**src/hall_pkg.sv**
```systemverilog
// Constants shared by the Hall filter and compensation path
//
// Summary of operation
// - Field samples pass an IIR low-pass set by the bandwidth code.
// - Adaptive mode keeps the code between widest and narrowest settings.
// - Tracking gain zero gives a fixed IIR at the narrowest code.
// - Higher tracking gain widens sooner: faster, noisier; lower is quieter.
// - Samples are signed values that are scaled, offset and compensated.
// - Gain correction is applied first, offset correction after it.
// - Warm coefficients at or above 25 C, cool ones below.
// - Warm slope and curvature are independent of the cool ones.
// - Gain = init x polarity x coarse x fine x (1 + temperature term).
// - Gain stage hands a 16-bit signed value to the offset stage.
// - Offset stage adds offset trim plus region offset slope times dT.
// - Final result leaves as a 16-bit signed sample.
// - Chopper runs at 64 kHz, demodulation strobes at twice that.
// - Gain trim: polarity bit 15, coarse 14:12, fine 10:0.
// - Gain slopes 11 bits: warm 10:0, cool 22:12.
// - Gain curvatures 10 bits: warm 9:0, cool 21:12.
// - Quiescent offset trim is 18 bits at 17:0.
package hall_pkg;
   // ************************************************
   // Timing
   // ************************************************
   localparam int CLK_HZ = 50_000_000;
   localparam int CHOP_HZ = 64_000;
   localparam int CHOP_HALF = CLK_HZ / (2 * CHOP_HZ);
   localparam int CHOP_CNT_W = 9;
   // ************************************************
   // Register indices, byte address is four times
   // ************************************************
   localparam int REG_FILT = 0;
   localparam int REG_STATUS = 1;
   localparam int REG_INIT = 2;
   localparam int REG_TRIM = 3;
   localparam int REG_SLOPE = 4;
   localparam int REG_CURV = 5;
   localparam int REG_QO = 6;
   localparam int REG_QOTC = 7;
   localparam logic [31:0] MASK_FILT = 32'h0000_0fff;
   localparam logic [31:0] MASK_INIT = 32'h0000_ffff;
   localparam logic [31:0] MASK_TRIM = 32'h0000_f7ff;
   localparam logic [31:0] MASK_SLOPE = 32'h007f_f7ff;
   localparam logic [31:0] MASK_CURV = 32'h003f_f3ff;
   localparam logic [31:0] MASK_QO = 32'h0003_ffff;
   localparam logic [31:0] MASK_QOTC = 32'h00ff_ffff;
   localparam logic [31:0] RST_FILT = 32'h0000_0028;
   localparam logic [31:0] RST_INIT = 32'h0000_1000;
   localparam logic [31:0] RST_TRIM = 32'h0000_0400;
   // ************************************************
   // Field layout
   // ************************************************
   localparam int CODE_W = 4;
   localparam int NARROW_LSB = 0;
   localparam int WIDE_LSB = 4;
   localparam int GAIN_LSB = 8;
   localparam int INIT_W = 16;
   localparam int POL_BIT = 15;
   localparam int CRS_LSB = 12;
   localparam int CRS_W = 3;
   localparam int FINE_W = 11;
   localparam int SLOPE_W = 11;
   localparam int SLOPE_COOL_LSB = 12;
   localparam int CURV_W = 10;
   localparam int CURV_COOL_LSB = 12;
   localparam int QO_W = 18;
   localparam int QOTC_W = 12;
   localparam int QOTC_COOL_LSB = 12;
   // ************************************************
   // Arithmetic scaling
   // ************************************************
   localparam int INIT_FRAC = 12;
   localparam int FINE_FRAC = 10;
   localparam int TC_FRAC = 16;
   localparam int DIV1000_MUL = 1049;
   localparam int DIV1000_SH = 20;
   localparam int PCT_MUL = 655;
   localparam int PCT_SH = 8;
   localparam int ACC_FRAC = 16;
   localparam logic [15:0] ADAPT_THRESH = 16'h0800;
endpackage

```
**src/filt_if.sv**
```systemverilog
// Link between the register side and the IIR filter
`timescale 1ns/1ns
interface filt_if;
   logic [3:0] narrowest_bandwidth_code;
   logic [3:0] widest_bandwidth_code;
   logic [3:0] tracking_gain;
   logic signed [15:0] in_data;
   logic in_valid;
   logic signed [15:0] out_data;
   logic out_valid;
   logic [3:0] code;
   modport filt (input narrowest_bandwidth_code, widest_bandwidth_code,
      tracking_gain, in_data, in_valid, output out_data, out_valid, code);
   modport ctl (output narrowest_bandwidth_code, widest_bandwidth_code,
      tracking_gain, in_data, in_valid, input out_data, out_valid, code);
endinterface

```
**src/hall_comp_top.sv**
```systemverilog
// Hall signal path: filter, gain and offset compensation, registers
//
// The implementer's own choices: the address map and the Wishbone interface to the registers.
`timescale 1ns/1ns
module hall_comp_top
   import hall_pkg::*;
(
   input wire logic clk_sys,
   input wire logic rst_n,
   input wire logic cyc_i,
   input wire logic stb_i,
   input wire logic we_i,
   input wire logic [7:0] adr_i,
   input wire logic [3:0] sel_i,
   input wire logic [31:0] dat_i,
   output logic [31:0] dat_o,
   output logic ack_o,
   input wire logic signed [15:0] adc_data,
   input wire logic adc_valid,
   input wire logic signed [7:0] temp_delta,
   output logic signed [15:0] comp_sample,
   output logic comp_valid,
   output logic chop_phase,
   output logic demod_strobe
);
   typedef struct packed {
      logic [7:0][31:0] regs;
      logic ack;
      logic [31:0] rdat;
      logic warm;
      logic signed [15:0] y1;
      logic signed [15:0] out;
      logic valid;
   } top_s;

   localparam top_s RST_S = '{
      regs: {32'h0, 32'h0, 32'h0, 32'h0, RST_TRIM, RST_INIT, 32'h0,
         RST_FILT},
      default: '0
   };

   top_s s;
   top_s next_s;
   filt_if fb();

   // ************************************************
   // Helpers
   // ************************************************
   // Clamp instead of wrap so a hot overflow cannot flip the sign
   function automatic logic signed [15:0] sat16(
      input logic signed [47:0] v
   );
      logic signed [15:0] r;
      r = v[15:0];
      if (v > 48'sh7fff) begin
         r = 16'sh7fff;
      end else if (v < -48'sh8000) begin
         r = -16'sh8000;
      end
      return r;
   endfunction

   // Writable bits per register; anything else reads zero, except the status word
   function automatic logic [31:0] reg_mask(input logic [5:0] idx);
      logic [31:0] m;
      m = '0;
      case (idx)
         6'(REG_FILT): m = MASK_FILT;
         6'(REG_INIT): m = MASK_INIT;
         6'(REG_TRIM): m = MASK_TRIM;
         6'(REG_SLOPE): m = MASK_SLOPE;
         6'(REG_CURV): m = MASK_CURV;
         6'(REG_QO): m = MASK_QO;
         6'(REG_QOTC): m = MASK_QOTC;
         default: m = '0;
      endcase
      return m;
   endfunction

   // ************************************************
   // Submodules
   // ************************************************
   assign fb.narrowest_bandwidth_code =
      s.regs[REG_FILT][NARROW_LSB +: CODE_W];
   assign fb.widest_bandwidth_code = s.regs[REG_FILT][WIDE_LSB +: CODE_W];
   assign fb.tracking_gain = s.regs[REG_FILT][GAIN_LSB +: CODE_W];
   assign fb.in_data = adc_data;
   assign fb.in_valid = adc_valid;

   hall_iir u_iir (
      .clk_sys(clk_sys),
      .rst_n(rst_n),
      .fb(fb)
   );

   chop_timer u_chop (
      .clk_sys(clk_sys),
      .rst_n(rst_n),
      .chop_phase(chop_phase),
      .demod_strobe(demod_strobe)
   );

   // ************************************************
   // Bus slave and compensation
   // ************************************************
   always_comb begin
      logic signed [47:0] p;
      logic signed [47:0] tc;
      logic signed [47:0] f;
      logic signed [10:0] c1;
      logic signed [9:0] c2;
      logic signed [11:0] ot;
      logic [31:0] m;
      logic req;
      p = '0;
      tc = '0;
      f = '0;
      c1 = '0;
      c2 = '0;
      ot = '0;
      m = reg_mask(adr_i[7:2]);
      req = cyc_i && stb_i;
      next_s = s;
      next_s.valid = 1'b0;
      // Ack one cycle after the request; write lands at the ack edge
      next_s.ack = req && !s.ack;
      if (req && !s.ack) begin
         if (adr_i[7:2] == 6'(REG_STATUS)) begin
            next_s.rdat = {12'h000, fb.code, s.out};
         end else begin
            next_s.rdat = s.regs[adr_i[4:2]] & m;
         end
      end
      // Unmapped indices alias a real slot through adr_i[4:2]; drop them
      if (req && s.ack && we_i) begin
         for (int b = 0; b < 4; b++) begin
            if (sel_i[b] && m != '0) begin
               next_s.regs[adr_i[4:2]][8*b +: 8] =
                  dat_i[8*b +: 8] & m[8*b +: 8];
            end
         end
      end
      if (fb.out_valid) begin
         next_s.warm = temp_delta >= 8'sh00;
         if (next_s.warm) begin
            c1 = $signed(s.regs[REG_SLOPE][SLOPE_W-1:0]);
            c2 = $signed(s.regs[REG_CURV][CURV_W-1:0]);
            ot = $signed(s.regs[REG_QOTC][QOTC_W-1:0]);
         end else begin
            c1 = $signed(s.regs[REG_SLOPE][SLOPE_COOL_LSB +: SLOPE_W]);
            c2 = $signed(s.regs[REG_CURV][CURV_COOL_LSB +: CURV_W]);
            ot = $signed(s.regs[REG_QOTC][QOTC_COOL_LSB +: QOTC_W]);
         end
         // Temperature term, slope in 1/256 %/C, kept in Q16
         tc = ((48'(c2) * 48'(temp_delta) * 48'(DIV1000_MUL))
            >>> DIV1000_SH) + 48'(c1);
         f = (48'sh1 <<< TC_FRAC) +
            ((tc * 48'(temp_delta) * 48'(PCT_MUL)) >>> PCT_SH);
         p = 48'(fb.out_data) *
            $signed(48'(s.regs[REG_INIT][INIT_W-1:0]));
         p = 48'(sat16(p >>> INIT_FRAC));
         if (s.regs[REG_TRIM][POL_BIT]) begin
            p = -p;
         end
         p = 48'(sat16(p * ($signed(48'(
            s.regs[REG_TRIM][CRS_LSB +: CRS_W])) + 48'sh1)));
         p = 48'(sat16((p * $signed(48'(s.regs[REG_TRIM][FINE_W-1:0])))
            >>> FINE_FRAC));
         next_s.y1 = sat16((p * f) >>> TC_FRAC);
         // Offset only after the gain result is final
         next_s.out = sat16(48'(next_s.y1) +
            48'($signed(s.regs[REG_QO][QO_W-1:0])) +
            48'(ot) * 48'(temp_delta));
         next_s.valid = 1'b1;
      end
   end

   always_ff @(posedge clk_sys) begin
      if (!rst_n) begin
         s <= RST_S;
      end else begin
         s <= next_s;
      end
   end

   assign dat_o = s.rdat;
   assign ack_o = s.ack;
   assign comp_sample = s.out;
   assign comp_valid = s.valid;

   // ************************************************
   // Checks
   // ************************************************
   logic unity;
   logic no_offset;
   assign no_offset = s.regs[REG_QO] == '0 && s.regs[REG_QOTC] == '0;
   assign unity = no_offset && s.regs[REG_INIT] == RST_INIT &&
      s.regs[REG_TRIM] == RST_TRIM && s.regs[REG_SLOPE] == '0 &&
      s.regs[REG_CURV] == '0;
endmodule

```
**src/chop_timer.sv**
```systemverilog
// Chopper phase and demodulation strobe divider
`timescale 1ns/1ns
module chop_timer
   import hall_pkg::*;
#(
   parameter int HALF = CHOP_HALF
) (
   input wire logic clk_sys,
   input wire logic rst_n,
   output logic chop_phase,
   output logic demod_strobe
);
   localparam logic [CHOP_CNT_W-1:0] LAST = CHOP_CNT_W'(HALF - 1);
   typedef struct packed {
      logic [CHOP_CNT_W-1:0] cnt;
      logic phase;
      logic strobe;
   } chop_s;
   chop_s s;
   chop_s next_s;

   always_comb begin
      next_s = s;
      next_s.strobe = 1'b0;
      if (s.cnt == LAST) begin
         next_s.cnt = '0;
         next_s.phase = !s.phase;
         next_s.strobe = 1'b1;
      end else begin
         next_s.cnt = s.cnt + 1'b1;
      end
   end

   always_ff @(posedge clk_sys) begin
      if (!rst_n) begin
         s <= '0;
      end else begin
         s <= next_s;
      end
   end

   assign chop_phase = s.phase;
   assign demod_strobe = s.strobe;
endmodule

```
**src/hall_iir.sv**
```systemverilog
// Adaptive-bandwidth IIR low-pass for the field samples
`timescale 1ns/1ns
module hall_iir
   import hall_pkg::*;
#(
   parameter logic [15:0] THRESH = ADAPT_THRESH
) (
   input wire logic clk_sys,
   input wire logic rst_n,
   filt_if.filt fb
);
   typedef struct packed {
      logic signed [31:0] acc;
      logic [3:0] code;
      logic signed [15:0] out;
      logic valid;
   } iir_s;
   iir_s s;
   iir_s next_s;
   logic signed [32:0] err;
   logic [32:0] mag;
   logic big;

   // Large step against the smoothed value asks for a wider band
   assign err = (33'(fb.in_data) <<< ACC_FRAC) - 33'(s.acc);
   assign mag = err[32] ? 33'(-err) : 33'(err);
   assign big = mag[32:ACC_FRAC] > {1'b0, THRESH >> fb.tracking_gain};

   always_comb begin
      logic [3:0] cand;
      cand = s.code;
      next_s = s;
      next_s.valid = 1'b0;
      if (fb.in_valid) begin
         if (fb.tracking_gain == '0) begin
            cand = fb.narrowest_bandwidth_code;
         end else if (big) begin
            cand = (s.code > fb.widest_bandwidth_code) ?
               s.code - 1'b1 : fb.widest_bandwidth_code;
         end else begin
            // Recover one step per sample: gain sets how soon we widen
            cand = (s.code < fb.narrowest_bandwidth_code) ?
               s.code + 1'b1 : fb.narrowest_bandwidth_code;
         end
         if (cand > fb.narrowest_bandwidth_code) begin
            cand = fb.narrowest_bandwidth_code;
         end
         if (cand < fb.widest_bandwidth_code) begin
            cand = fb.widest_bandwidth_code;
         end
         next_s.code = cand;
         next_s.acc = 32'(33'(s.acc) + (err >>> cand));
         next_s.out = next_s.acc[31:ACC_FRAC];
         next_s.valid = 1'b1;
      end
   end

   always_ff @(posedge clk_sys) begin
      if (!rst_n) begin
         s <= '0;
      end else begin
         s <= next_s;
      end
   end

   assign fb.out_data = s.out;
   assign fb.out_valid = s.valid;
   assign fb.code = s.code;
endmodule

```
**config.mk**
```make
export PLATFORM = sky130hd
export DESIGN_NAME = hall_comp_top
export DESIGN_NICKNAME = d
export VERILOG_FILES = /design/src/hall_pkg.sv /design/src/filt_if.sv /design/src/hall_comp_top.sv /design/src/chop_timer.sv /design/src/hall_iir.sv
export SDC_FILE = /design/constraint.sdc
export NUM_CORES = 2
export LEC_CHECK = 0
export ABC_CLOCK_PERIOD_IN_PS = 56600
export BUFFER_PORTS_ARGS = -buffer_cell sky130_fd_sc_hd__buf_2
export CORE_MARGIN = 3
export CORE_UTILIZATION = 36
export CTS_BUF_LIST = sky130_fd_sc_hd__clkbuf_8
export DETAILED_ROUTE_END_ITERATION = 16
export PLACE_DENSITY = 0.62
export SETUP_SLACK_MARGIN = 0.02
export SYNTH_ARGS = -nofsm -noshare
export SYNTH_HDL_FRONTEND = slang
export SYNTH_SLANG_ARGS = --single-unit
```
**constraint.sdc**
```tcl
create_clock -name clk_sys -period 56.6 [get_ports clk_sys]
set_input_delay 11.32 -clock clk_sys [delete_from_list [all_inputs] [get_ports clk_sys]]
set_output_delay 11.32 -clock clk_sys [all_outputs]
set_load 0.005 [all_outputs]
```
Yosys cells after proc, flatten, opt, wreduce, memory -nomap -nowiden
Index checks and enable logic that the tools add are counted.
{"block": "word_totals", "output_inout_bits": 52, "word_cells": 147, "inputBits": 74, "regBits": 370}
{"block": "classes", "mux": 58, "order_cmp": 18, "bitwise_logic": 6, "n_reduce_logical": 15, "n_addsub": 12, "n_eq_ne": 8, "n_mul": 9, "shift": 2}
{"operator": "2-to-1 mux 256 bit", "n": 7}
{"operator": "bitwise mux 256 bit", "n": 4}
{"operator": "demux 32 bit (select 3 bit)", "n": 4}
{"operator": "2-to-1 mux 16 bit", "n": 15}
{"operator": "one-hot mux 24 bit (7 select lines)", "n": 1}
{"operator": "binary-select mux 32 bit (select 3 bit)", "n": 1}
{"operator": "2-to-1 mux 32 bit", "n": 3}
{"operator": "2-to-1 mux 48 bit", "n": 2}
{"operator": "> comparator 48 x 16 -> 1 bit (second input constant)", "n": 1}
{"operator": "less-than comparator 48 x 16 -> 1 bit (second input constant)", "n": 1}
{"operator": "multiplier 48 x 5 -> 48 bit", "n": 1}
{"operator": "negation 16 -> 48 bit", "n": 1}
{"operator": "> comparator 21 x 16 -> 1 bit (second input constant)", "n": 2}
{"operator": "less-than comparator 21 x 16 -> 1 bit (second input constant)", "n": 2}
{"operator": "multiplier 12 x 8 -> 20 bit", "n": 2}
{"operator": "multiplier 16 x 24 -> 40 bit", "n": 1}
{"operator": "2-to-1 mux 4 bit", "n": 9}
{"operator": "multiplier 16 x 17 -> 33 bit", "n": 1}
{"operator": "2-to-1 mux 33 bit", "n": 1}
{"operator": "negation 33 bit", "n": 1}
{"operator": ">>> shifter 33 x 4 -> 32 bit", "n": 1}
{"operator": "subtractor 32 x 32 -> 33 bit", "n": 1}
{"operator": "adder 32 bit", "n": 1}
{"operator": "AND 32 bit", "n": 1}
{"operator": "other kinds (42)", "n": 64}

Logic depth before layout (Yosys ltp)
{"block": "depth", "word_depth": 28, "mapped_depth": 147, "mapped_depth_nobuf": 139}

Cells and area by module
From an unflattened synthesis, not the netlist that was laid out.
{"block": "hier_totals", "cells_unflattened": 8577, "hier_area_um2": 72071.6}
{"mod": "hall_comp_top", "n_inst": 1, "area_each_um2": 63663.6, "cells_each": 7456, "seq_area_each_um2": 3383.2}
{"mod": "hall_iir", "n_inst": 1, "area_each_um2": 7941.4, "cells_each": 1072, "seq_area_each_um2": 740.7}
{"mod": "chop_timer", "n_inst": 1, "area_each_um2": 466.7, "cells_each": 49, "seq_area_each_um2": 220.2}

Worst setup path before layout
Ideal clock, no wire load.
{"block": "synth_timing", "kind": "input to register", "from": "input port temp_delta[7]", "to": "register s (netlist bit comp_sample[10])", "n_path_buf": 6, "stages": 128, "slack_ns": 14.034, "t_arrival_ns": 42.433, "required_ns": 56.467, "setup_ns": 0.133, "path_cell_list": "clkbuf_1 -> clkbuf_1 -> mux2i_1 -> nand2b_1 -> fa_1 -> fa_1 -> inv_1 -> fa_1 -> fa_1 -> ha_1 -> inv_1 -> o21bai_1 -> a21oi_1 -> o21bai_1 -> a21oi_1 -> o21bai_1 -> a21oi_1 -> o21bai_1 -> [92 not listed] -> a21oi_1 -> o21ai_0 -> a21oi_1 -> o21ai_0 -> a21oi_1 -> o21ai_0 -> a21oi_1 -> o21ai_0 -> a21oi_1 -> nor2b_1 -> o21a_1 -> nor2_1 -> xnor2_1 -> or4_1 -> o21a_1 -> nor2b_1 -> clkbuf_1 -> a21oi_1"}
{"block": "synth_via", "elab_chain_cells": 19, "elab_cells_between_ends": 26, "classes_between": "4 x add/sub; 6 x mul; 5 x order compare; 11 x mux"}
{"item": "from (decl)", "line_no": "hall_comp_top.sv:20", "text": "input wire logic signed [7:0] temp_delta,"}
{"item": "greater-or-equal comparator 8 x 1 -> 1 bit", "line_no": "hall_comp_top.sv:144", "text": "next_s.warm = temp_delta >= 8'sh00;"}
{"item": "2-to-1 mux 10 bit", "line_no": "hall_comp_top.sv:145", "text": "if (next_s.warm) begin"}
{"item": "2-to-1 mux 10 bit", "line_no": "hall_comp_top.sv:143", "text": "if (fb.out_valid) begin"}
{"item": "multiplier 10 x 8 -> 18 bit", "line_no": "hall_comp_top.sv:155", "text": "tc = ((48'(c2) * 48'(temp_delta) * 48'(DIV1000_MUL))"}
{"item": "multiplier 18 x 12 -> 30 bit", "line_no": "hall_comp_top.sv:155"}
{"item": "adder 10 x 11 -> 12 bit", "line_no": "hall_comp_top.sv:156", "text": ">>> DIV1000_SH) + 48'(c1);"}
{"item": "multiplier 12 x 8 -> 20 bit", "line_no": "hall_comp_top.sv:158", "text": "((tc * 48'(temp_delta) * 48'(PCT_MUL)) >>> PCT_SH);"}
{"item": "multiplier 20 x 11 -> 31 bit", "line_no": "hall_comp_top.sv:158"}
{"item": "[3 not listed]"}
{"item": "2-to-1 mux 16 bit", "line_no": "hall_comp_top.sv:57", "text": "end else if (v < -48'sh8000) begin"}
{"item": "2-to-1 mux 16 bit", "line_no": "hall_comp_top.sv:55", "text": "if (v > 48'sh7fff) begin"}
{"item": "2-to-1 mux 16 bit", "line_no": "hall_comp_top.sv:143"}
{"item": "adder 16 x 18 -> 19 bit", "line_no": "hall_comp_top.sv:171", "text": "next_s.out = sat16(48'(next_s.y1) +"}
{"item": "adder 19 x 20 -> 21 bit (*)", "line_no": "hall_comp_top.sv:172", "text": "48'($signed(s.regs[REG_QO][QO_W-1:0])) +"}
{"item": "less-than comparator 21 x 16 -> 1 bit", "line_no": "hall_comp_top.sv:57"}
{"item": "2-to-1 mux 16 bit", "line_no": "hall_comp_top.sv:57"}
{"item": "2-to-1 mux 16 bit (*)", "line_no": "hall_comp_top.sv:55"}
{"item": "to (signal assigned)", "line_no": "hall_comp_top.sv:182", "text": "s <= next_s;"}
{"item": "to (decl)", "line_no": "hall_comp_top.sv:42", "text": "top_s s;"}
Mark *: on every way between the ends. The rest lies on a longest branch, timed or not. The select of a mux whose other input is x is not followed.
A chain may end at the register's enable or synchronous reset.

Worst setup path after layout
{"block": "layout_timing", "from": "input port temp_delta[7]", "to": "register s (netlist bit comp_sample[14])"}
The elaborated chain is that of the path after synthesis.

==> metrics <==
Hold Slack=~0.46 ns; Hold-fix buffers, CTS=0; Slew @ Worst Pin=1.393 ns; DRT iter0 DRCs=between 3k and 4k; number of synthesized register bits=220; Post-synth ARST share=0%; chip height=around 450 µm; CTS tree=built; Vias=56.38k; Die W=450.5 µm; Core Region=195600 µm²; Remaining DRCs=0; max cap viols=0; total wire length=just under 200000 µm; PortBufs=106; crit-path max FO=25; layout cell share with drive strength beyond 1=5.323%; post-route antenna net violation count=0; DP Wirelength=between 150000 and 200000 µm; CTS Buf Count=37; final setup TNS=0 ns; Worst R2R Setup Slack=17.90 ns; die area=203000 µm²; worst r2r path cells=130; clk buf depth=3; post-CTS sizing=0; first-pass GRT wire length=around 320000 µm; Setup crit start=temp_delta[7]; Crit path largest cell delay=1.09 ns; io pins=about 130; Global Route Usage Sum=19.11%; R2R Path Start=s[138]; CTS Sinks=between 200 and 250; Synth area leader=fa_1; CP Data Required Time=57.02 ns; vias per inst=5.123; Routed WL per cell=17.64 µm; Area Growth Syn to Fin=5.426%; max frequency=about 22 MHz; Worst setup endpoint=comp_sample[14]; reg2reg end=comp_sample[14]; postcts setup bufs=0; RSZ-0062 raised after global routing=no; clock latency on the worst-skew pair=0.58 ns; CP most frequent cell=fa_1; area fraction of the dominant cell type after synthesis=33.10%; clk_skew=approximately 0.04 ns; sequential element share of the synthesized area=6.191%; Crit-path slowest cell=xnor2_1; Synth warnings=0; top cells by area, synth=fa_1 33%, ha_1 14%, inv_1 9.1%; crit end category=flop; top cells by count, synth=1726 x inv_1, 1176 x fa_1, 853 x nand2_1, 774 x ha_1, 505 x nor2_1; drt pass-1 iters=6; Avg Inst Size Synth=8.389 µm²; # rows=about 160; cell area after synthesis=slightly above 70000 µm²; EDFF count, synth=0; main flop type after synthesis=dfxtp_1; vias in the first global route=58.94k; synth unique cells=~100; gpl congestion=0.9061; clk root buf=clkbuf_8; status=complete, no violations; max-slew violations=0; Final Cycle Share=80.87%; max_slew headroom=under 10%; minimum clock period after layout=45.77 ns; initial core utilization=36.37%; CP startpoint kind=input pin; Worst-path clk slew=0.07 ns; Arr. time, crit path=~46 ns; worst hold path class=reg -> reg; Final #Nets=10.37k; largest net degree at the start of global routing=113; Hold Vio Cnt, Final=0; # fillers=19.79k; total grt overflow=0; initial antenna violation count=4; Synth Instances=approximately 8.5k; most common cell in the netlist=inv_1; htree depth=2; Crit Path Class=in -> reg; Setup Viol. Count Final=0
-- critical path: cells and delay by family --
kind / cells / cell delay [ns]
AOI/OAI and AO/OA: 54 / 12.18
buffers and inverters: 16 / 1.54
muxes: 1 / 0.87
xor gates and xnor gates: 8 / 3.41
and+or+nand+nor: 11 / 2.37
adders and majority gates: 35 / 14.40
-- how the worst min path moves through the flow --
stage | startpoint | to | slack (ns) | cells past startpoint
after floorplan | u_chop.s[2] | u_chop.s[2] | 0.43 | 1
after global placement | u_chop.s[2] | u_chop.s[2] | 0.44 | 1
after detailed placement | u_chop.s[2] | u_chop.s[2] | 0.45 | 1
after CTS | u_chop.s[2] | u_chop.s[2] | 0.46 | 1
after global routing | s[82] | s[82] | 0.50 | 1
final | u_chop.s[2] | u_chop.s[2] | 0.46 | 1
-- state kept, by name (all words and copies together), names as in the netlist --
register and cells:
s 118, dat_o 24, comp_sample 16, u_iir.fb.out_data 16
u_iir.s 16, u_chop.s 9, fb.narrowest_bandwidth_code 4, fb.tracking_gain 4
fb.widest_bandwidth_code 4, u_iir.fb.code 4, ack_o 1, comp_valid 1
u_chop.chop_phase 1, u_chop.demod_strobe 1, u_iir.fb.out_valid 1
-- stage by stage --
step	setup WS [ns]	cell area, µm²	cells	util [%]
after global routing	8.452	74990	11000	38.34
after CTS	10.74	74990	11000	38.34
after global placement	10.77	74150	10940	37.91
after floorplan	14.03	71160	8486	-
final	10.83	74990	11010	38.34
after detailed placement	10.30	74150	10940	37.91
-- layer usage --
metal | wire length [µm] | vias up | GRT usage, %
met2 | 93440 | 1599 | 32.91
met4 | 5211 | 0 | 4.598
met1 | 84530 | 28110 | 25.84
met5 | 0 | - | 0
met3 | 10970 | 294 | 1.748
li1 | - | 26370 | -
-- layout by cell type (no fill, tap or decap), drive strengths merged, types with 60 or more instances in the layout --
master     n
a21oi    316
a21o     105
o21a      63
dfxtp    220
inv     1733
o21ai    243
nand2b    98
and2     392
fa      1176
buf      202
nand3     82
nor2b    193
nor2     505
xor2      81
mux2i    195
nand2    854
ha       774
xnor2    226
or2       60
nor3      89
o21bai    65
-- final cells by class --
| class | instances | area, µm² | area share, % |
|---|---|---|---|
| clock inverters | 19 | 160.2 | 0.2136 |
| multi-input cells | 6157 | 58710 | 78.29 |
| inverters | 1732 | 6501 | 8.669 |
| diodes | 2 | 5.005 | 0.006674 |
| flip-flops and latches | 220 | 4404 | 5.873 |
| repair buffers | 202 | 1254 | 1.672 |
| well taps | 2624 | 3283 | 4.378 |
| clock buffers | 49 | 674.4 | 0.8993 |
-- cell families (layout without fill, tap and decap cells) --
logic type                 count (synthesis)  in the layout  synth area share, %
and+or+nand+nor                         2490           2490                17.14
buffers and inverters                   2109           2002                11.45
adders and majority gates               1952           1952                46.74
AOI/OAI and AO/OA                       1125           1125                10.27
xor gates and xnor gates                 310            310                3.877
muxes                                    272            272                4.327
DFF                                      220            220                6.191
other                                      1             10             0.005272
Power is left out: the tool's default activity adds up to more than one toggle a clock period on the data nets, which glitch-free logic cannot reach.
